## config.mk

```make
export PLATFORM = sky130hd
export DESIGN_NAME = link_sync_rx
export DESIGN_NICKNAME = d
export VERILOG_FILES = /design/src/include/link_sync_pkg.sv /design/src/logic/link_sync_rx.sv
export SDC_FILE = /design/constraint.sdc
export NUM_CORES = 1
export LEC_CHECK = 0
export BUFFER_PORTS_ARGS = -buffer_cell sky130_fd_sc_hd__buf_2
export CORE_ASPECT_RATIO = 0.8
export CORE_MARGIN = 4
export CORE_UTILIZATION = 45
export CTS_CLUSTER_DIAMETER = 100
export DETAILED_ROUTE_END_ITERATION = 6
export PLACE_DENSITY_LB_ADDON = 0.25
export SETUP_SLACK_MARGIN = 0.05
export SLEW_MARGIN = 10
export SYNTH_ARGS = -nofsm -noshare
export SYNTH_HDL_FRONTEND = slang
export SYNTH_SLANG_ARGS = --single-unit
```

## constraint.sdc

```tcl
create_clock -name clock -period 5.75 [get_ports clock]
set_input_delay 1.15 -clock clock [delete_from_list [all_inputs] [get_ports clock]]
set_output_delay 1.15 -clock clock [all_outputs]
set_load 0.02 [all_outputs]
```

## src/include/link_sync_pkg.sv

```systemverilog
// Constants, register map and state type for the receive link synchroniser
package link_sync_pkg;
    // Control characters (data octet value with the control flag set)
    localparam logic [7:0] CHAR_COMMA = 8'hBC;
    localparam logic [7:0] CHAR_MF_START = 8'h1C;
    localparam logic [7:0] CHAR_CFG_START = 8'h9C;
    localparam logic [7:0] CHAR_ALIGN = 8'h7C;

    // Register map, byte addresses
    localparam logic [7:0] ADDR_CTRL = 8'h00;
    localparam logic [7:0] ADDR_STATUS = 8'h04;
    localparam logic [7:0] ADDR_CFG0 = 8'h08;
    localparam logic [7:0] ADDR_CFG1 = 8'h0C;
    localparam logic [7:0] ADDR_CFG2 = 8'h10;
    localparam logic [7:0] ADDR_CFG3 = 8'h14;

    // Control fields
    localparam int CTRL_ENABLE_BIT = 0;
    localparam int CTRL_CLEAR_BIT = 1;
    localparam logic CTRL_ENABLE_RESET = 1'b1;

    // Status fields
    localparam int STAT_SYNC_BIT = 0;
    localparam int STAT_CGS_BIT = 1;
    localparam int STAT_FS_BIT = 2;
    localparam int STAT_ALIGNED_BIT = 3;
    localparam int STAT_CODE_ERR_BIT = 4;
    localparam int STAT_DISP_ERR_BIT = 5;
    localparam int STAT_ILAS_ERR_BIT = 6;

    // Link framing
    localparam int OCTETS_PER_WORD = 4;
    localparam int ILAS_MULTIFRAMES = 4;
    localparam int CFG_OCTETS = 14;
    localparam int CFG_WORDS = 4;

    // Clocks, in MHz
    localparam real DEVICE_CLOCK_MHZ = 153.6;
    localparam real MGMT_CLOCK_MHZ = 100.0;

    typedef enum logic [2:0] {
        ST_CGS_SEARCH,
        ST_CGS_VERIFY,
        ST_FS_WAIT,
        ST_ILAS,
        ST_USER
    } sync_state_e;
endpackage

```

## src/logic/link_sync_rx.sv

```systemverilog
// Receive data link layer: code group sync, frame sync and lane alignment
`timescale 1ns/100ps

// Notes on behaviour
// - Each lane delivers one 32-bit word of four octets; lanes concatenate.
// - Sync request is asserted at start-up; transmitter then sends only commas.
// - Sync request releases only after four successive clean commas.
// - Full code group sync after four more clean characters follow.
// - Per-octet code and disparity error flags for every lane.
// - Per-octet control flag for comma, start, config-start and align characters.
// - Per-lane valid follows the decoder's valid for that lane.
// - Frame sync enters its data state on the first non-comma character if it is a multiframe start.
// - Alignment sequence opens with multiframe start right after commas.
// - Every alignment multiframe ends with the align character.
// - Second alignment multiframe opens with start then config-start.
// - Fourteen config octets of multiframe two land in four readable words.
// - Link error output stays low while clean, rises on any error once code group sync is reached.
// - Lanes-aligned rises on the last align character of the sequence.
// - Four-bit start-of-multiframe marks multiframe octet positions in user data.
// - Registers run on the link clock, not on a separate 100 MHz management clock.
module link_sync_rx #(
    parameter int LANES = 2,
    parameter int MF_OCTETS = 32
) (
    input wire logic clock, // Link clock, registers share it
    input wire logic resetn, // Synchronous reset, active low
    input wire logic [LANES*32-1:0] pcs_data, // Decoded octets from the lane decoders
    input wire logic [LANES*4-1:0] pcs_kchar, // Decoder control-character marks
    input wire logic [LANES*4-1:0] pcs_code_err, // Decoder not-in-table marks
    input wire logic [LANES*4-1:0] pcs_disp_err, // Decoder disparity marks
    input wire logic [LANES-1:0] pcs_valid, // Decoder word valid per lane
    output logic [LANES*32-1:0] lane_octet_bus, // Registered lane words
    output logic [LANES-1:0] lane_word_valid, // Registered per-lane valid
    output logic [LANES*4-1:0] control_char_flags, // Per-octet control flag
    output logic [LANES*4-1:0] code_error_flags, // Per-octet not-in-table flag
    output logic [LANES*4-1:0] disparity_error_flags, // Per-octet disparity flag
    output logic sync_request_n, // Sync request, active low
    output logic frame_sync_data_state, // Frame sync in data state
    output logic lanes_aligned, // Lanes aligned
    output logic [3:0] somf, // Start of multiframe per octet
    output logic link_error_irq, // Any link error seen
    input wire logic [7:0] reg_addr, // Register byte address
    input wire logic [31:0] reg_wdata, // Register write data
    input wire logic reg_write, // Write strobe
    input wire logic reg_read, // Read strobe
    output logic [31:0] reg_rdata // Read data, cycle after the strobe
);
    localparam int POS_W = $clog2(MF_OCTETS);
    localparam logic [POS_W-1:0] LAST_POS = POS_W'(MF_OCTETS - link_sync_pkg::OCTETS_PER_WORD);
    localparam logic [POS_W-1:0] STEP = POS_W'(link_sync_pkg::OCTETS_PER_WORD);
    localparam logic [1:0] MF_LAST = 2'(link_sync_pkg::ILAS_MULTIFRAMES - 1);

    function automatic logic is_ctrl(input logic [7:0] octet, input logic k);
        is_ctrl = k && (octet == link_sync_pkg::CHAR_COMMA ||
            octet == link_sync_pkg::CHAR_MF_START ||
            octet == link_sync_pkg::CHAR_CFG_START ||
            octet == link_sync_pkg::CHAR_ALIGN);
    endfunction

    function automatic logic is_char(input logic [7:0] octet, input logic k,
        input logic [7:0] code);
        is_char = k && (octet == code);
    endfunction

    link_sync_pkg::sync_state_e state;
    link_sync_pkg::sync_state_e next_state;
    logic [POS_W-1:0] oct_pos;
    logic [1:0] mf_idx;
    logic [31:0] cap [link_sync_pkg::CFG_WORDS];
    logic ctrl_enable;
    logic code_err;
    logic disp_err;
    logic ilas_err;

    // Per-lane word classification
    logic [LANES-1:0] lane_comma;
    logic [LANES-1:0] lane_clean;
    logic [LANES-1:0] lane_mf_start;
    logic [LANES-1:0] lane_cfg_start;
    logic [LANES-1:0] lane_align;
    logic [LANES*4-1:0] ctrl_now;
    logic [LANES*4-1:0] valid_mask;

    for (genvar l = 0; l < LANES; l++)
    begin : g_lane
        wire logic [31:0] w = pcs_data[l*32 +: 32];
        wire logic [3:0] k = pcs_kchar[l*4 +: 4];
        assign valid_mask[l*4 +: 4] = {4{pcs_valid[l]}};
        assign lane_clean[l] = pcs_valid[l] && pcs_code_err[l*4 +: 4] == 4'h0 &&
            pcs_disp_err[l*4 +: 4] == 4'h0;
        assign lane_comma[l] = lane_clean[l] && k == 4'hF &&
            w == {4{link_sync_pkg::CHAR_COMMA}};
        assign lane_mf_start[l] = is_char(w[7:0], k[0], link_sync_pkg::CHAR_MF_START);
        assign lane_cfg_start[l] = is_char(w[15:8], k[1], link_sync_pkg::CHAR_CFG_START);
        assign lane_align[l] = is_char(w[31:24], k[3], link_sync_pkg::CHAR_ALIGN);
        for (genvar o = 0; o < 4; o++)
        begin : g_oct
            assign ctrl_now[l*4+o] = is_ctrl(w[o*8 +: 8], k[o]);
        end
    end

    wire logic word_comma = &lane_comma;
    wire logic word_clean = &lane_clean;
    wire logic word_valid = &pcs_valid;
    wire logic mf_first = oct_pos == '0;
    wire logic mf_last = oct_pos == LAST_POS;
    wire logic ilas_head_ok = mf_idx == 2'd1 ? &(lane_mf_start & lane_cfg_start) :
        &lane_mf_start;
    wire logic ilas_bad = state == link_sync_pkg::ST_ILAS && word_valid &&
        ((mf_first && !ilas_head_ok) || (mf_last && !(&lane_align)));
    wire logic ilas_done = state == link_sync_pkg::ST_ILAS && word_valid && mf_last &&
        &lane_align && mf_idx == MF_LAST;
    wire logic synced = state != link_sync_pkg::ST_CGS_SEARCH &&
        state != link_sync_pkg::ST_CGS_VERIFY;
    wire logic code_hit = synced && |(pcs_code_err & valid_mask);
    wire logic disp_hit = synced && |(pcs_disp_err & valid_mask);
    wire logic cap_hit = state == link_sync_pkg::ST_ILAS && word_valid && mf_idx == 2'd1 &&
        int'(oct_pos) < link_sync_pkg::CFG_WORDS * link_sync_pkg::OCTETS_PER_WORD;
    wire logic [1:0] cap_sel = 2'(oct_pos >> 2);
    wire logic clear_req = reg_write && reg_addr == link_sync_pkg::ADDR_CTRL &&
        reg_wdata[link_sync_pkg::CTRL_CLEAR_BIT];
    wire logic err_event = code_hit || disp_hit || ilas_bad;
    wire logic [POS_W-1:0] next_pos = mf_last ? '0 : oct_pos + STEP;

    always_comb
    begin
        next_state = state;
        case (state)
            link_sync_pkg::ST_CGS_SEARCH:
                if (word_comma)
                    next_state = link_sync_pkg::ST_CGS_VERIFY;
            link_sync_pkg::ST_CGS_VERIFY:
                if (word_valid)
                    next_state = word_clean ? link_sync_pkg::ST_FS_WAIT :
                        link_sync_pkg::ST_CGS_SEARCH;
            link_sync_pkg::ST_FS_WAIT:
                if (word_valid && !word_comma)
                    next_state = &lane_mf_start ? link_sync_pkg::ST_ILAS :
                        link_sync_pkg::ST_CGS_SEARCH;
            link_sync_pkg::ST_ILAS:
                if (ilas_bad)
                    next_state = link_sync_pkg::ST_CGS_SEARCH;
                else if (ilas_done)
                    next_state = link_sync_pkg::ST_USER;
            link_sync_pkg::ST_USER:
                next_state = link_sync_pkg::ST_USER;
            default:
                next_state = link_sync_pkg::ST_CGS_SEARCH;
        endcase
        if (!ctrl_enable)
            next_state = link_sync_pkg::ST_CGS_SEARCH;
    end

    always_ff @(posedge clock)
    begin
        if (!resetn)
            state <= link_sync_pkg::ST_CGS_SEARCH;
        else
            state <= next_state;
    end

    // The first non-comma word already sits at multiframe octet 0
    always_ff @(posedge clock)
    begin
        if (!resetn || next_state == link_sync_pkg::ST_CGS_SEARCH)
        begin
            oct_pos <= '0;
            mf_idx <= 2'd0;
        end
        else if (state == link_sync_pkg::ST_FS_WAIT && next_state == link_sync_pkg::ST_ILAS)
        begin
            oct_pos <= STEP;
            mf_idx <= 2'd0;
        end
        else if (word_valid && (state == link_sync_pkg::ST_ILAS ||
            state == link_sync_pkg::ST_USER))
        begin
            oct_pos <= next_pos;
            if (mf_last)
                mf_idx <= mf_idx + 2'd1;
        end
    end

    // Lane 0 carries the configuration octets used for the readable copy
    always_ff @(posedge clock)
    begin
        if (!resetn)
            cap <= '{default: 32'h0};
        else if (cap_hit)
            cap[cap_sel] <= pcs_data[31:0];
    end

    always_ff @(posedge clock)
    begin
        if (!resetn)
        begin
            lane_octet_bus <= '0;
            lane_word_valid <= '0;
            control_char_flags <= '0;
            code_error_flags <= '0;
            disparity_error_flags <= '0;
        end
        else
        begin
            lane_octet_bus <= pcs_data;
            lane_word_valid <= pcs_valid;
            control_char_flags <= ctrl_now & valid_mask;
            code_error_flags <= pcs_code_err & valid_mask;
            disparity_error_flags <= pcs_disp_err & valid_mask;
        end
    end

    // Set wins over a software clear in the same cycle
    always_ff @(posedge clock)
    begin
        if (!resetn)
        begin
            code_err <= 1'b0;
            disp_err <= 1'b0;
            ilas_err <= 1'b0;
        end
        else
        begin
            code_err <= code_hit || (code_err && !clear_req);
            disp_err <= disp_hit || (disp_err && !clear_req);
            ilas_err <= ilas_bad || (ilas_err && !clear_req);
        end
    end

    assign link_error_irq = code_err || disp_err || ilas_err;
    assign sync_request_n = state != link_sync_pkg::ST_CGS_SEARCH;
    assign frame_sync_data_state = state == link_sync_pkg::ST_ILAS ||
        state == link_sync_pkg::ST_USER;

    always_ff @(posedge clock)
    begin
        if (!resetn)
        begin
            lanes_aligned <= 1'b0;
            somf <= 4'h0;
        end
        else
        begin
            lanes_aligned <= next_state == link_sync_pkg::ST_USER;
            for (int i = 0; i < 4; i++)
                somf[i] <= state == link_sync_pkg::ST_USER && word_valid &&
                    (oct_pos == '0 ? i == 0 : 32'(oct_pos) + i == MF_OCTETS);
        end
    end

    // Register slave
    wire logic [31:0] cfg0 = {cap[1][15:0], cap[0][31:16]};
    wire logic [31:0] cfg1 = {cap[2][15:0], cap[1][31:16]};
    wire logic [31:0] cfg2 = {cap[3][15:0], cap[2][31:16]};
    wire logic [31:0] cfg3 = {16'h0000, cap[3][31:16]};
    logic [31:0] status_word;
    logic [31:0] read_mux;

    always_comb
    begin
        status_word = 32'h0;
        status_word[link_sync_pkg::STAT_SYNC_BIT] = sync_request_n;
        status_word[link_sync_pkg::STAT_CGS_BIT] = synced;
        status_word[link_sync_pkg::STAT_FS_BIT] = frame_sync_data_state;
        status_word[link_sync_pkg::STAT_ALIGNED_BIT] = lanes_aligned;
        status_word[link_sync_pkg::STAT_CODE_ERR_BIT] = code_err;
        status_word[link_sync_pkg::STAT_DISP_ERR_BIT] = disp_err;
        status_word[link_sync_pkg::STAT_ILAS_ERR_BIT] = ilas_err;
        case (reg_addr)
            link_sync_pkg::ADDR_CTRL: read_mux = {31'h0, ctrl_enable};
            link_sync_pkg::ADDR_STATUS: read_mux = status_word;
            link_sync_pkg::ADDR_CFG0: read_mux = cfg0;
            link_sync_pkg::ADDR_CFG1: read_mux = cfg1;
            link_sync_pkg::ADDR_CFG2: read_mux = cfg2;
            link_sync_pkg::ADDR_CFG3: read_mux = cfg3;
            default: read_mux = 32'h0;
        endcase
    end

    always_ff @(posedge clock)
    begin
        if (!resetn)
        begin
            ctrl_enable <= link_sync_pkg::CTRL_ENABLE_RESET;
            reg_rdata <= 32'h0;
        end
        else
        begin
            if (reg_write && reg_addr == link_sync_pkg::ADDR_CTRL)
                ctrl_enable <= reg_wdata[link_sync_pkg::CTRL_ENABLE_BIT];
            reg_rdata <= reg_read ? read_mux : 32'h0;
        end
    end
endmodule

```

==> impl_metrics.tcl, run 1 <==
set metrics [dict create \
    syn_inst 1026 \
    slowest_delay_ns 0.50 \
    vias 7934 \
    min_delay_path_depth 2 \
    syn_avg_cell_area_um2 8.98 \
    synth.top_cells.by_area "dfxtp_1 54%, nand2_1 9.4%, a21oi_1 6.8%" \
    dp_hpwl_mm 18.0 \
    synth_edf_count 0 \
    synth_top_family_by_area "simple AND/OR/NAND/NOR gates" \
    ys_seq_elements 248 \
    synth_mux_area_frac 0.0402 \
    port_buffers 230 \
    ctsHoldBuffers 0 \
    timing.slew.headroom 0.469 \
    track_usage 0.227 \
    finClkSkew_ns 0.0160 \
    reg2reg_depth 6 \
    cts-root-buf "clkbuf_16" \
    synth_compound_area_frac 0.118 \
    syn_area_mm2 0.00922 \
    grt_start_max_net_pins 73 \
    max_cap_violations 0 \
    synthTopCellsByCount "248 x dfxtp_1, 231 x nand2_1, 125 x a21oi_1" \
    status "finished clean" \
    crit_slowest_cell "nor4bb_1" \
    core_area_mm2 0.0200 \
    ctsResizeCount 0 \
    start_kind "input pin" \
    nets 1367 \
    cts.sinks 248 \
    powerDensity_mw_per_mm2 315 \
    peakVddDrop_mv 0.225 \
    grt_pass1_vias 7672 \
    min_period_ns 3.05 \
    ys_warn_count 0 \
    syn2layout_area_growth_pct 23.1 \
    synth_flop_cell "dfxtp_1" \
    wl_per_cell_um 17.8 \
    end_kind "flop" \
    antenna_found_initial 1 \
    synthArstFlopShare 0 \
    drcViolationCount 0 \
    die-height_um 136 \
    yosys.area.top_type_share 0.539 \
    worstSetupPathType "input pin to flop" \
    synthDistinctLibCells 52 \
    grt_pass1_wl_mm 41.8 \
    setup_tns_ns 0 \
    cts_buffers 25 \
    drt-initial-drc-count 621 \
    ant_nets 0 \
    dieWidth_um 168 \
    p_leak_nw 4.65 \
    grt-ovfl-total 0 \
    path_cells "buf_2 -> nor4bb_1 -> nand4_1 -> o21ai_0 -> o21a_2 -> o2111ai_1 -> and4bb_4 -> a2111oi_2" \
    max_freq_mhz 328 \
    rsz0062_at_grt "no" \
    postCtsSetupBuffers 0 \
    cp.arrival_ns 3.48 \
    h-tree-depth 1 \
    ys_seq_area_frac 0.539 \
    tightest_slew_ns 0.796 \
    dieArea_mm2 0.0229 \
    initial_utilization 0.462 \
    power.total_mw 3.58 \
    fin_crit_sh 0.531 \
    layout-drive-gt1-share 0.267 \
    synthAdderAreaFrac 0.00950 \
    clk_path_buf_depth 3 \
    yosysMostFrequentCell "dfxtp_1" \
    worst-path-buf-inv 1 \
    via_per_inst 5.26 \
    synthSimpleGateAreaFrac 0.249 \
    hold_class "flop to flop" \
    routed_wl_mm 26.9 \
    cts_tree "done" \
    gp_congestion 0.864 \
    yosys.area.top_type "dfxtp_1" \
    finalSetupViolations 0 \
    path_clk_slew_ns 0.06 \
    n_fill_cell 1776 \
    critical_path.top_delay_family "simple AND/OR/NAND/NOR gates" \
    synth-xor-area-share 0.00855 \
    cp_max_fo 6 \
    num_io_pins 264 \
    drv_slew 0 \
    insertion_delay_ns 0.52 \
    row_count 46 \
    required_ns 6.17 \
    firstDrtPassIters 6 \
    finalHoldViolations 0 \
    antennaDiodeCount 0 \
    crit_cells 8 \
]
-- cell families (layout without fill, tap and decap cells) --
family	Yosys count	count (layout)
muxes	33	33
DFF	248	248
adders and majority gates	7	7
xor gates and xnor gates	9	9
other	1	3
and+or+nand+nor	463	463
buffers and inverters	81	297
AOI/OAI and AO/OA	184	184
-- where the power goes --
part           internal [mW]  switching (mW)  leakage (nW)  total (mW)
combinational         0.0763           0.139          2.21       0.216
sequential              1.75         0.00586          2.02        1.75
clock                  0.933           0.676         0.415        1.61
total                   2.76           0.822          4.65        3.58
-- layout make-up --
cell class                      instances  area, um^2  area share
Clock inverter                         11        87.6     0.00772
Tap cell                              264         330      0.0291
Clock buffer                           34         729      0.0643
Sequential cell                       248        4960       0.437
Timing Repair Buffer                  245        1260       0.111
Multi-Input combinational cell        699        3950       0.348
Inverter                                7        27.5     0.00243
-- cells in the final DEF (no fill, tap or decap), types with 11 or more instances in the layout --
| cell type | n |
|---|---|
| a22oi_1 | 29 |
| and3_1 | 21 |
| nor2_1 | 42 |
| dfxtp_1 | 248 |
| nand3_1 | 27 |
| mux2_2 | 32 |
| a21oi_1 | 125 |
| buf_2 | 230 |
| nand2b_1 | 11 |
| buf_4 | 15 |
| and2_1 | 69 |
| nand2_1 | 231 |
| clkbuf_16 | 25 |
-- worst reg2reg max path: cells and delay by family, from the launching register on --
kind            cells  cell delay [ns]
compound gates      1             0.06
buf+inv             1             0.39
flops               1             0.53
simple gates        4             1.64
-- layer usage --
metal,vias to the layer above,routed length [um],GRT usage
li1,3865,-,-
met4,2,590,0.0599
met5,-,8,0
met2,285,12500,0.384
met1,3735,11600,0.298
met3,47,2200,0.0488
-- per-stage QoR --
| step | hold WS (ns) | util | instances | instance area (um^2) | worst slack [ns] |
|---|---|---|---|---|---|
| after floorplan | 0.433 | - | 1028 | 9230 | 2.79 |
| after global placement | 0.439 | 0.527 | 1463 | 10500 | 1.85 |
| after detailed placement | 0.443 | 0.527 | 1463 | 10500 | 1.75 |
| after CTS | 0.452 | 0.568 | 1508 | 11300 | 2.29 |
| after global routing | 0.470 | 0.568 | 1508 | 11400 | 2.53 |
| final | 0.450 | 0.568 | 1508 | 11400 | 2.70 |
-- worst paths after layout --
kind | start | to | slack (ns)
max | pcs_data[6] | oct_pos[3] | 2.70
min | cap[36] | cap[36] | 0.45
max reg2reg | state[1] | cap[86] | 2.97
min reg2reg | cap[36] | cap[36] | 0.45
-- registers in the layout, summed over array words and instances, names as in the netlist --
name,flops
cap,112
code_err,1
code_error_flags,8
control_char_flags,8
ctrl_enable,1
disp_err,1
disparity_error_flags,8
ilas_err,1
lane_octet_bus,64
lane_word_valid,2
lanes_aligned,1
mf_idx,2
oct_pos,3
reg_rdata,32
somf,1
state,3
(Power assumes the default switching activity.)
==> run 2, diff against run 1 <==
- clock period: 5.75 -> 2.6 ns (I/O delays scaled with it)
==> run 2 against run 1 <==
  * Setup slack got worse by 2.5 ns
  * Final cell count increased by 2.3%
  * Clock power increased by 140%
  * Die area unchanged
  * Power increased by 130%
  * Count of clock-buffer cells in the layout unchanged
  * Wire length increased by 2.4%
  * Flip-flop and latch count unchanged
  * Combinational power increased by 130%
  * Critical endpoint is now frame_sync_data_state
  * Largest cell class unchanged
==> impl_metrics.tcl, run 2 (same netlist as run 1, synthesis figures left out) <==
set metrics [dict create \
    fin_crit_sh 0.918 \
    finalSetupViolations 0 \
    pwr-share-clk 0.465 \
    wl_per_cell_um 17.8 \
    via_per_inst 5.24 \
    cp_max_fo 8 \
    postCtsSetupBuffers 0 \
    start_kind "flop" \
    drcViolationCount 0 \
    tightest_slew_ns 0.650 \
    ant_nets 0 \
    post-route-util 0.587 \
    required_ns 2.08 \
    worstSetupPathType "flop to output port" \
    worstSetupStartpoint "state[2]" \
    rsz0062_at_grt "no" \
    port_buffers 230 \
    hold_class "input pin to flop" \
    drt-initial-drc-count 679 \
    core_area_mm2 0.0200 \
    reg.largest.list "cap x112, lane_octet_bus x64, reg_rdata x32" \
    grt_pass1_wl_mm 42.3 \
    p_leak_nw 4.85 \
    powerDensity_mw_per_mm2 699 \
    syn2layout_area_growth_pct 27.2 \
    die-height_um 136 \
    track_usage 0.230 \
    finClkSkew_ns 0.00909 \
    h-tree-depth 1 \
    critical_path.top_delay_family "simple AND/OR/NAND/NOR gates" \
    gp_congestion 0.895 \
    max_freq_mhz 419 \
    dieWidth_um 168 \
    vias 8078 \
    grt_pass1_vias 7795 \
    cts_buffers 24 \
    layout-drive-gt1-share 0.286 \
    cts-root-buf "clkbuf_16" \
    drv_slew 0 \
    p_int_mw 6.38 \
    sw_frac_of_total 0.221 \
    status "finished clean" \
    final_cells 1543 \
    nets 1402 \
    finalHoldViolations 0 \
    num_io_pins 264 \
    initial_utilization 0.462 \
    clk_path_buf_depth 3 \
    setup_tns_ns 0 \
    hold_start "pcs_data[57]" \
    holdWs_ns 0.225 \
    pwr-share-seq 0.473 \
    r2r-start "state[0]" \
    cts.sinks 248 \
    firstDrtPassIters 7 \
    routed_wl_mm 27.5 \
    mostFrequentLayoutCells "248 x dfxtp_1, 231 x nand2_1, 230 x buf_2, 125 x a21oi_1, 69 x and2_1" \
    timing.slew.headroom 0.565 \
    row_count 46 \
    placed_cell_area_mm2 0.0108 \
    p_sw_mw 1.81 \
    ctsHoldBuffers 0 \
    regMostFlops "cap" \
    power.total_mw 8.20 \
    grt-ovfl-total 0 \
    comb_power_share 0.062 \
    min_period_ns 2.39 \
    path_cells "or3b_2 -> nand2_1 -> buf_2" \
    grt_start_max_net_pins 70 \
    max_cap_violations 0 \
    end_kind "output port" \
    dp_hpwl_mm 19.0 \
    slowest_delay_ns 0.52 \
    peakVddDrop_mv 0.460 \
    largest_reg_flops 112 \
    placed_cells 1499 \
    antennaDiodeCount 0 \
    antenna_found_initial 0 \
    ctsResizeCount 0 \
    crit_slowest_cell "or3b_2" \
    insertion_delay_ns 0.52 \
    cp.arrival_ns 1.87 \
    dieArea_mm2 0.0229 \
    final_common_cell "dfxtp_1" \
    cts_tree "done" \
    path_clk_slew_ns 0.06 \
    fin_ws_ns 0.212 \
    placement.setup.worst_slack_ns -0.125 \
    stdcell_area_mm2 0.0117 \
    worst-path-buf-inv 1 \
]
-- run 2: power groups by stage --
| stage | registers, mW | logic, mW | clock network (mW) |
|---|---|---|---|
| final | 3.88 | 0.505 | 3.81 |
| after global routing | 3.88 | 0.542 | 4.02 |
| after CTS | 3.88 | 0.508 | 3.87 |
| after detailed placement | 3.96 | 0.507 | 0 |
| after global placement | 3.96 | 0.505 | 0 |
| after floorplan | 4.05 | 0.148 | 0 |
-- run 2: routing by layer --
metal  track usage  vias up  part of all wire
met3        0.0451       48             0.086
li1              -     3946                 -
met1         0.299     3760              0.41
met4        0.0622        0             0.023
met5             0        -                 0
met2         0.393      324              0.48
-- run 2: worst paths after layout --
path	end	slack [ns]	depth (start not counted)
setup / recovery	frame_sync_data_state	0.21	3
hold / removal	lane_octet_bus[57]	0.23	2
hold reg to reg	cap[121]	0.45	2
setup reg to reg	cap[125]	0.44	6
-- run 2: layout make-up --
class                           instances  area, um^2
Sequential cell                       248        4960
Timing Repair Buffer                  281        1580
Clock inverter                         10         160
Multi-Input combinational cell        699        3940
Fill cell                            1736        8250
Clock buffer                           34         719
Inverter                                7        27.5
Tap cell                              264         330
